### config.mk
export PLATFORM = sky130hd
export DESIGN_NAME = ppt_port_ctrl
export DESIGN_NICKNAME = d
export VERILOG_FILES = /design/src/verilog/ppt_pkg.sv /design/src/verilog/ppt_port_ctrl.sv
export VERILOG_INCLUDE_DIRS = /design/src /design/src/verilog
export SDC_FILE = /design/constraint.sdc
export NUM_CORES = 1
export LEC_CHECK = 0
export BUFFER_PORTS_ARGS = -buffer_cell sky130_fd_sc_hd__buf_2
export CORE_ASPECT_RATIO = 0.7
export CORE_MARGIN = 2
export CORE_UTILIZATION = 46
export CTS_BUF_LIST = sky130_fd_sc_hd__clkbuf_4 sky130_fd_sc_hd__clkbuf_8
export DETAILED_ROUTE_END_ITERATION = 8
export PLACE_DENSITY = 0.84
export REMOVE_ABC_BUFFERS = 1
export SYNTH_ARGS = -nofsm -noshare
export SYNTH_HDL_FRONTEND = slang
export SYNTH_SLANG_ARGS = --single-unit
### constraint.sdc
create_clock -name hclk -period 2.3 [get_ports hclk]
set_clock_uncertainty 0.05 [all_clocks]
set_input_delay 0.345 -clock hclk [delete_from_list [all_inputs] [get_ports hclk]]
set_output_delay 0.345 -clock hclk [all_outputs]
set_load 0.1 [all_outputs]
### src/verilog/ppt_regs.svh
`ifndef PPT_REGS_SVH
`define PPT_REGS_SVH

`define PPT_NUM_PORTS 5
`define PPT_PORT1_CTRL_OFS 32'h0000_0010
`define PPT_PORT2_CTRL_OFS 32'h0000_0020
`define PPT_PORT3_CTRL_OFS 32'h0000_0030
`define PPT_PORT4_CTRL_OFS 32'h0000_0040
`define PPT_PORT5_CTRL_OFS 32'h0000_0050
`define PPT_PORT_CTRL_STRIDE 32'h0000_0010

`define PPT_STORM_EN_BIT 7
`define PPT_DIFFSERV_EN_BIT 6
`define PPT_DOT1P_EN_BIT 5
`define PPT_DEF_PRIO_MSB 4
`define PPT_DEF_PRIO_LSB 3
`define PPT_TAG_INS_BIT 2
`define PPT_TAG_REM_BIT 1
`define PPT_QSPLIT_BIT 0

`define PPT_CTRL_RESET 8'h00
`define PPT_VID_W 12

`endif
### src/verilog/ppt_pkg.sv
package ppt_pkg;

    // field order matches bit 7 down to bit 0 of each port control register
    typedef struct packed {
        logic storm_en;
        logic diffserv_en;
        logic dot1p_en;
        logic [1:0] def_prio;
        logic tag_ins;
        logic tag_rem;
        logic qsplit;
    } ppt_port_ctrl_t;

    typedef struct packed {
        logic valid;
        logic [2:0] port;
        logic dsv_hit;
        logic [1:0] dsv_prio;
        logic dot1p_hit;
        logic [1:0] dot1p_prio;
    } ppt_cls_req_t;

    typedef struct packed {
        logic valid;
        logic storm_en;
        logic [1:0] queue;
    } ppt_cls_rsp_t;

    typedef struct packed {
        logic valid;
        logic [2:0] ingress_port;
        logic [2:0] egress_port;
        logic rx_tagged;
    } ppt_tag_req_t;

    typedef struct packed {
        logic valid;
        logic add_tag;
        logic strip_tag;
        logic [11:0] vid;
    } ppt_tag_rsp_t;

endpackage

### src/verilog/ppt_port_ctrl.sv
// Chosen here: the AHB-Lite slave port.
`timescale 1ns/1ps
`include "ppt_regs.svh"
module ppt_port_ctrl #(
    parameter int NUM_PORTS = `PPT_NUM_PORTS,
    parameter int VID_W = `PPT_VID_W
) (
    input wire logic hclk,
    input wire logic hresetn,
    input wire logic hsel,
    input wire logic [31:0] haddr,
    input wire logic [1:0] htrans,
    input wire logic hwrite,
    input wire logic [2:0] hsize,
    input wire logic [31:0] hwdata,
    input wire logic hready,
    output logic hreadyout,
    output logic hresp,
    output logic [31:0] hrdata,
    output ppt_pkg::ppt_port_ctrl_t port_cfg [NUM_PORTS],
    input wire logic [VID_W-1:0] port_default_vlan_id [NUM_PORTS],
    input wire ppt_pkg::ppt_cls_req_t cls_req,
    output ppt_pkg::ppt_cls_rsp_t cls_rsp,
    input wire ppt_pkg::ppt_tag_req_t tag_req,
    output ppt_pkg::ppt_tag_rsp_t tag_rsp
);

    ppt_pkg::ppt_port_ctrl_t ctrl_ff [NUM_PORTS];
    logic wr_pend_ff;
    logic [2:0] wr_idx_ff;
    logic [31:0] hrdata_ff;
    ppt_pkg::ppt_cls_rsp_t cls_rsp_ff;
    ppt_pkg::ppt_tag_rsp_t tag_rsp_ff;

    // returns {hit, index}; only the NUM_PORTS port control register addresses hit
    function automatic logic [3:0] addr_decode(input logic [31:0] addr);
        logic [3:0] res;
        res = 4'h0;
        for (int i = 0; i < NUM_PORTS; i++)
        begin
            if (addr == `PPT_PORT1_CTRL_OFS + 32'(i) * `PPT_PORT_CTRL_STRIDE)
            begin
                res = {1'b1, 3'(i)};
            end
        end
        return res;
    endfunction

    function automatic logic port_ok(input logic [2:0] p);
        return 32'(p) < NUM_PORTS;
    endfunction

    // bus decode
    wire logic addr_phase = hsel && htrans[1] && hready;
    wire logic [3:0] dec = addr_decode(haddr);
    wire logic dec_hit = dec[3];
    wire logic [2:0] dec_idx = dec[2:0];
    wire logic nxt_wr_pend = addr_phase && hwrite && dec_hit;
    // a read right behind a write to the same register sees the new value
    wire logic fwd = wr_pend_ff && (wr_idx_ff == dec_idx);
    wire logic [7:0] rd_byte = fwd ? hwdata[7:0] : ctrl_ff[dec_idx];
    wire logic [31:0] nxt_hrdata = (addr_phase && !hwrite && dec_hit) ?
        {24'h00_0000, rd_byte} : 32'h0000_0000;

    assign hreadyout = 1'b1;
    assign hresp = 1'b0;
    assign hrdata = hrdata_ff;

    always_ff @(posedge hclk or negedge hresetn)
    begin
        if (!hresetn)
        begin
            wr_pend_ff <= 1'b0;
            wr_idx_ff <= 3'h0;
            hrdata_ff <= 32'h0000_0000;
        end
        else
        begin
            wr_pend_ff <= nxt_wr_pend;
            wr_idx_ff <= dec_idx;
            if (addr_phase)
            begin
                hrdata_ff <= nxt_hrdata;
            end
        end
    end

    // all eight bits stored as written, bit 0 included
    always_ff @(posedge hclk or negedge hresetn)
    begin
        if (!hresetn)
        begin
            for (int i = 0; i < NUM_PORTS; i++)
            begin
                ctrl_ff[i] <= `PPT_CTRL_RESET;
            end
        end
        else if (wr_pend_ff)
        begin
            ctrl_ff[wr_idx_ff] <= hwdata[7:0];
        end
    end

    assign port_cfg = ctrl_ff;

    // ingress classification; an out-of-range port falls back to all-off
    wire logic cls_port_ok = port_ok(cls_req.port);
    wire ppt_pkg::ppt_port_ctrl_t cls_ctrl = cls_port_ok ? ctrl_ff[cls_req.port] : '0;
    wire logic use_dsv = cls_ctrl.diffserv_en && cls_req.dsv_hit;
    wire logic use_p1p = cls_ctrl.dot1p_en && cls_req.dot1p_hit;
    // or-merging two queue numbers can raise priority; kept as the switch does
    wire logic [1:0] merged = (use_dsv ? cls_req.dsv_prio : 2'h0) |
        (use_p1p ? cls_req.dot1p_prio : 2'h0);
    wire logic [1:0] nxt_queue = (use_dsv || use_p1p) ? merged : cls_ctrl.def_prio;
    wire ppt_pkg::ppt_cls_rsp_t nxt_cls_rsp = '{valid: cls_req.valid,
        storm_en: cls_ctrl.storm_en, queue: nxt_queue};

    // egress tagging: controls of the egress port, id of the ingress port
    wire logic eg_ok = port_ok(tag_req.egress_port);
    wire logic ing_ok = port_ok(tag_req.ingress_port);
    wire ppt_pkg::ppt_port_ctrl_t eg_ctrl = eg_ok ? ctrl_ff[tag_req.egress_port] : '0;
    wire logic [VID_W-1:0] ing_vid = ing_ok ?
        port_default_vlan_id[tag_req.ingress_port] : '0;
    wire logic nxt_add = eg_ctrl.tag_ins && !tag_req.rx_tagged;
    wire logic nxt_strip = eg_ctrl.tag_rem && tag_req.rx_tagged;
    wire ppt_pkg::ppt_tag_rsp_t nxt_tag_rsp = '{valid: tag_req.valid,
        add_tag: nxt_add, strip_tag: nxt_strip, vid: 12'(ing_vid)};

    always_ff @(posedge hclk or negedge hresetn)
    begin
        if (!hresetn)
        begin
            cls_rsp_ff <= '0;
            tag_rsp_ff <= '0;
        end
        else
        begin
            cls_rsp_ff <= nxt_cls_rsp;
            tag_rsp_ff <= nxt_tag_rsp;
        end
    end

    assign cls_rsp = cls_rsp_ff;
    assign tag_rsp = tag_rsp_ff;
endmodule // ppt_port_ctrl

======== Word level (Yosys, flattened, before mapping) ========
Cells that the tools add are included.
storage, ports and cells
  register bits after elaboration ......... 95
  output and inout port bits .............. 93
cells by class
  $lt $le $gt $ge ......................... 9
  equality and inequality tests ........... 6
  mux-type cells .......................... 28
  bitwise operators ....................... 6
  reduce and logical (&&, ||, !) cells .... 15
operators with widths
  cell                   number
  $bmux W8 S3            3
  $eq A32 B6 Y1 const B  2
  $eq A32 B7 Y1 const B  2
  $mux W8                8
  $bwmux W40             1
  $bmux W12 S3           1
  $mux W12               3
  $eq A32 B5 Y1 const B  1
  $demux W8 S3           1
  $ge A4 B4 Y1 const B   5
  $mux W4                5
  $not A3 Y4             5
  $logic_and A1 B1 Y1    12
  $lt A3 B3 Y1 const B   3
  $mux W3                3
  $mux W2                3
  $lt A4 B1 Y1 const B   1
  $eq A3 B3 Y1           1
  $logic_not A1 Y1       2
  $or A2 B2 Y2           1
  $logic_or A1 B1 Y1     1

======== Logic depth before layout (Yosys ltp) ========
  depth after elaboration ................. 12
  gate-level depth with buffers ........... 8

======== Worst setup path before layout ========
No wires, ideal clock.
  kind .................................... register to register
  start point ............................. register ctrl_ff, in the netlist port_cfg[29]
  end point ............................... register cls_rsp_ff, in the netlist cls_rsp[0]
  library setup time ...................... 137 ps
  arrival ................................. 1,848 ps
  setup slack ............................. 264 ps
  stages on the path, launching flop included .. 6
  clock period less this slack ............ 2,036 ps
  cells stage by stage .................... dfrtp_1 -> mux4_2 -> nand2b_1 -> a21boi_0 -> nand2b_1 -> o221ai_1
between the ends
  cells in the longest elaborated chain, start to end .. 8
RTL lines
  what                                           line                  text
  start, declared                                ppt_port_ctrl.sv:28   ppt_pkg::ppt_port_ctrl_t ctrl_ff [NUM_PORTS];
  start signal, assigned by index                ppt_port_ctrl.sv:95   ctrl_ff[i] <= `PPT_CTRL_RESET;
  start signal, assigned by index                ppt_port_ctrl.sv:100  ctrl_ff[wr_idx_ff] <= hwdata[7:0];
  $bmux W8 S3 *                                  ppt_port_ctrl.sv:108  wire ppt_pkg::ppt_port_ctrl_t cls_ctrl = cls_port_ok ? ctrl_ff[cls_req.port] : '0;
  $mux W8 (not written as such) * (2 in series)  ppt_port_ctrl.sv:108
  $mux W8 *                                      ppt_port_ctrl.sv:108
  $logic_and A1 B1 Y1 *                          ppt_port_ctrl.sv:110  wire logic use_p1p = cls_ctrl.dot1p_en && cls_req.dot1p_hit;
  $mux W2                                        ppt_port_ctrl.sv:113  (use_p1p ? cls_req.dot1p_prio : 2'h0);
  $or A2 B2 Y2                                   ppt_port_ctrl.sv:112  wire logic [1:0] merged = (use_dsv ? cls_req.dsv_prio : 2'h0) |
  $mux W2 *                                      ppt_port_ctrl.sv:114  wire logic [1:0] nxt_queue = (use_dsv || use_p1p) ? merged : cls_ctrl.def_prio;
  via nxt_queue[0]                               ppt_port_ctrl.sv:114
  end signal, assigned                           ppt_port_ctrl.sv:138  cls_rsp_ff <= nxt_cls_rsp;
  end, declared                                  ppt_port_ctrl.sv:32   ppt_pkg::ppt_cls_rsp_t cls_rsp_ff;
The timed path passes the listed nets; every way through them passes the cells marked *. The select of a mux whose other input is x is not followed.
A chain may end at the register's enable or synchronous reset.

==> flow_summary.ini <==
[min_path]
hp-class = in2reg

[logic_synthesis]
ys_seq_elements = 71
synth-async-reset-ratio = 1.00
ys.flop_type = dfrtp_1
synth-edff-count = 0
synth.distinct_cells = 44
synth_warnings = 0
syn_area_per_cell_sq_um = 11.4
netlist_area_sq_mm = 0.00420
seq_area_frac_synth = 0.423
syn-instance-count = 369

[clock_network]
postCtsResizedCells = 0
clkTransAtPathRegs_ps = 80
cts_buffers = 9
clock_latency_ps = 350
cts_buffer_depth = 2
cts.sinks = 71
cts_tree = yes
htree_num_levels = 3
cts-root-buf = clkbuf_8

[route]
drcViolationCount = 0
vias = 3668
drtIter0Drc = 138
ant_nets = 0
vias_per_cell = 5.23
totalWireLength_mm = 11.8
wl_per_cell_um = 16.9
drtPass1Iterations = 4

[global_routing]
antenna_found_initial = 0
track_usage = 0.242
grt_overflow = 0
first_global_vias = 3706
grt_max_degree = 48
grt_pass1_wl_mm = 18.7

[power_and_ir_drop]
p_leak_uw = 0.00279
clkPwrFrac = 0.304
sw_frac_of_total = 0.371
p_int_uw = 1870
combPwrFrac = 0.260
p_per_area_mw_per_mm2 = 543
sequentialPowerShare = 0.435
vdd_drop_max_mv = 0.401
p_sw_uw = 1100

[job]
maxCapViolations = 0

[cells_and_area]
fillers = 753
final_cells = 701
areaGrowthSynthToFinish_pct = 30.0
n_antenna_cell = 0
nNetsFinal = 724
drive_gt1_frac = 0.522
final_cell_mix = buf_2 (190), dfrtp_1 (71), mux2_2 (41)
layout_commonest_cell = buf_2
utilization = 0.610

[floorplanning]
ios = 245
core_area_sq_mm = 0.00896
die_y_um = 84.0
rows = 29
start_util = 0.469
dieArea_sq_mm = 0.00993
chipWidth_um = 118

[setup_path]
crit_path_max_fanout = 12
path_cells = nand2b_1 -> nor3b_1 -> buf_4 -> mux2_2
cp.required_ps = 2490
crit_arrival_ps = 2050
slowest_delay_ps = 590
start_kind = flip-flop
end_kind = flip-flop
critPathKind = reg2reg
slowest_stage = dfrtp_1

[timing]
fin_crit_ps = 1860
tns_ps = 0
final-setup-viol-count = 0
period_share = 0.810
finalMaxSlewViolations = 0
finalHoldViolCount = 0
tightest_slew_ps = 870
relSlewSlack = 0.419
rsz0062_at_grt = false
fmax_mhz = 537

[run_status]
outcome = finished clean

[placed_design]
gp_congestion = 0.865
numPortBuffers = 190
dp_hpwl_mm = 9.14
dp.cells = 683
## path summary, 6_finish.rpt
check | depth (start not counted) | end | start | slack, ps
setup / recovery | 4 | port_cfg[31]$_DFFE_PN0P_ | wr_pend_ff$_DFF_PN0_ | 440
hold / removal | 1 | cls_rsp[3]$_DFF_PN0_ | cls_req[9] | 40
setup reg to reg | 4 | port_cfg[31]$_DFFE_PN0P_ | wr_pend_ff$_DFF_PN0_ | 440
hold reg to reg | 1 | port_cfg[8]$_DFFE_PN0P_ | port_cfg[8]$_DFFE_PN0P_ | 480
max in group asynchronous | 3 | port_cfg[21]$_DFFE_PN0P_ | hresetn | 1050
min in group asynchronous | 2 | port_cfg[30]$_DFFE_PN0P_ | hresetn | 470
## flip-flops by register name (all words and copies together) (netlist names)
register,flops
wr_pend_ff,1
tag_rsp,15
port_cfg,40
wr_idx_ff,3
cls_rsp,4
hrdata,8
## power groups by stage
| stage | Clock, uW | Combinational (uW) | Sequential (uW) |
|---|---|---|---|
| 2_1_floorplan | 0 | 298 | 1550 |
| 3_3_place_gp | 0 | 759 | 1320 |
| 3_5_place_dp | 0 | 771 | 1320 |
| 4_1_cts | 927 | 774 | 1290 |
| 5_1_grt | 995 | 808 | 1300 |
| 6_report | 902 | 773 | 1290 |
## stage by stage
stage | power, uW | hold slack [ps] | setup WS, ps | instance area [sq um]
global placement | 2070 | 330 | 136 | 5270
finish | 2970 | 43.7 | 438 | 5460
global route | 3100 | 17.8 | 282 | 5460
CTS | 2990 | 25.6 | 468 | 5460
floorplan | 1850 | -0.591 | 90.3 | 4040
detailed placement | 2090 | 337 | 94.4 | 5270
## critical path: cells and delay by family, from the launching register on
family | cells | cell delay [ps]
AND/OR/NAND/NOR | 2 | 510
flip-flops | 1 | 590
buffers and inverters | 1 | 250
multiplexers | 1 | 350
## metal layers
layer,global-route usage,share of wire,wire (um),up-vias
li1,-,-,-,1708
met1,0.322,0.43,5030,1762
met2,0.382,0.47,5610,180
met3,0.0608,0.083,979,18
met4,0.0931,0.017,195,0
met5,0,0,0,-
## final cells by class
class / count / area [sq um] / area share
Clock inverter: 6 / 46.3 / 0.00847
Clock buffer: 10 / 131 / 0.0240
Inverter: 16 / 60.1 / 0.0110
Tap cell: 124 / 155 / 0.0284
Timing Repair Buffer: 207 / 1090 / 0.200
Sequential cell: 71 / 1780 / 0.325
Multi-Input combinational cell: 267 / 2200 / 0.403
## synth_stat cells (4+ instances only)
| cell type | count | area share |
|---|---|---|
| nor4_4 | 6 | 0.030 |
| o21ai_0 | 23 | 0.027 |
| dfrtp_1 | 71 | 0.42 |
| clkbuf_1 | 8 | 0.0071 |
| nand2_1 | 34 | 0.030 |
| mux2_2 | 41 | 0.11 |
| nor3_1 | 5 | 0.0060 |
| nand3_1 | 6 | 0.0071 |
| nor3b_1 | 4 | 0.0071 |
| buf_4 | 26 | 0.046 |
| mux4_2 | 18 | 0.096 |
| o31ai_2 | 8 | 0.024 |
| nor2_1 | 17 | 0.015 |
| a221oi_1 | 8 | 0.017 |
| mux2i_1 | 10 | 0.024 |
| nor2b_1 | 12 | 0.018 |
| nand2b_1 | 6 | 0.0089 |
| a31oi_1 | 10 | 0.015 |
| inv_1 | 16 | 0.014 |
| and2_1 | 8 | 0.012 |
## cell families (layout without fill, tap and decap cells)
| family | count (synthesis) | count (layout) | share of synthesized area |
|---|---|---|---|
| and+or+nand+nor | 111 | 111 | 0.163 |
| DFF | 71 | 71 | 0.423 |
| muxes | 69 | 69 | 0.230 |
| AOI/OAI and AO/OA | 59 | 59 | 0.101 |
| buffers and inverters | 55 | 239 | 0.0747 |
| other | 2 | 26 | 0.00179 |
| xor gates and xnor gates | 2 | 2 | 0.00596 |
## repair_timing
item	4_1_cts	5_1_grt
hold buffers	1	0
buffers inserted	0	0
endpoints found under the hold margin	24	0
No activity file was read; power rests on OpenSTA's default activity.
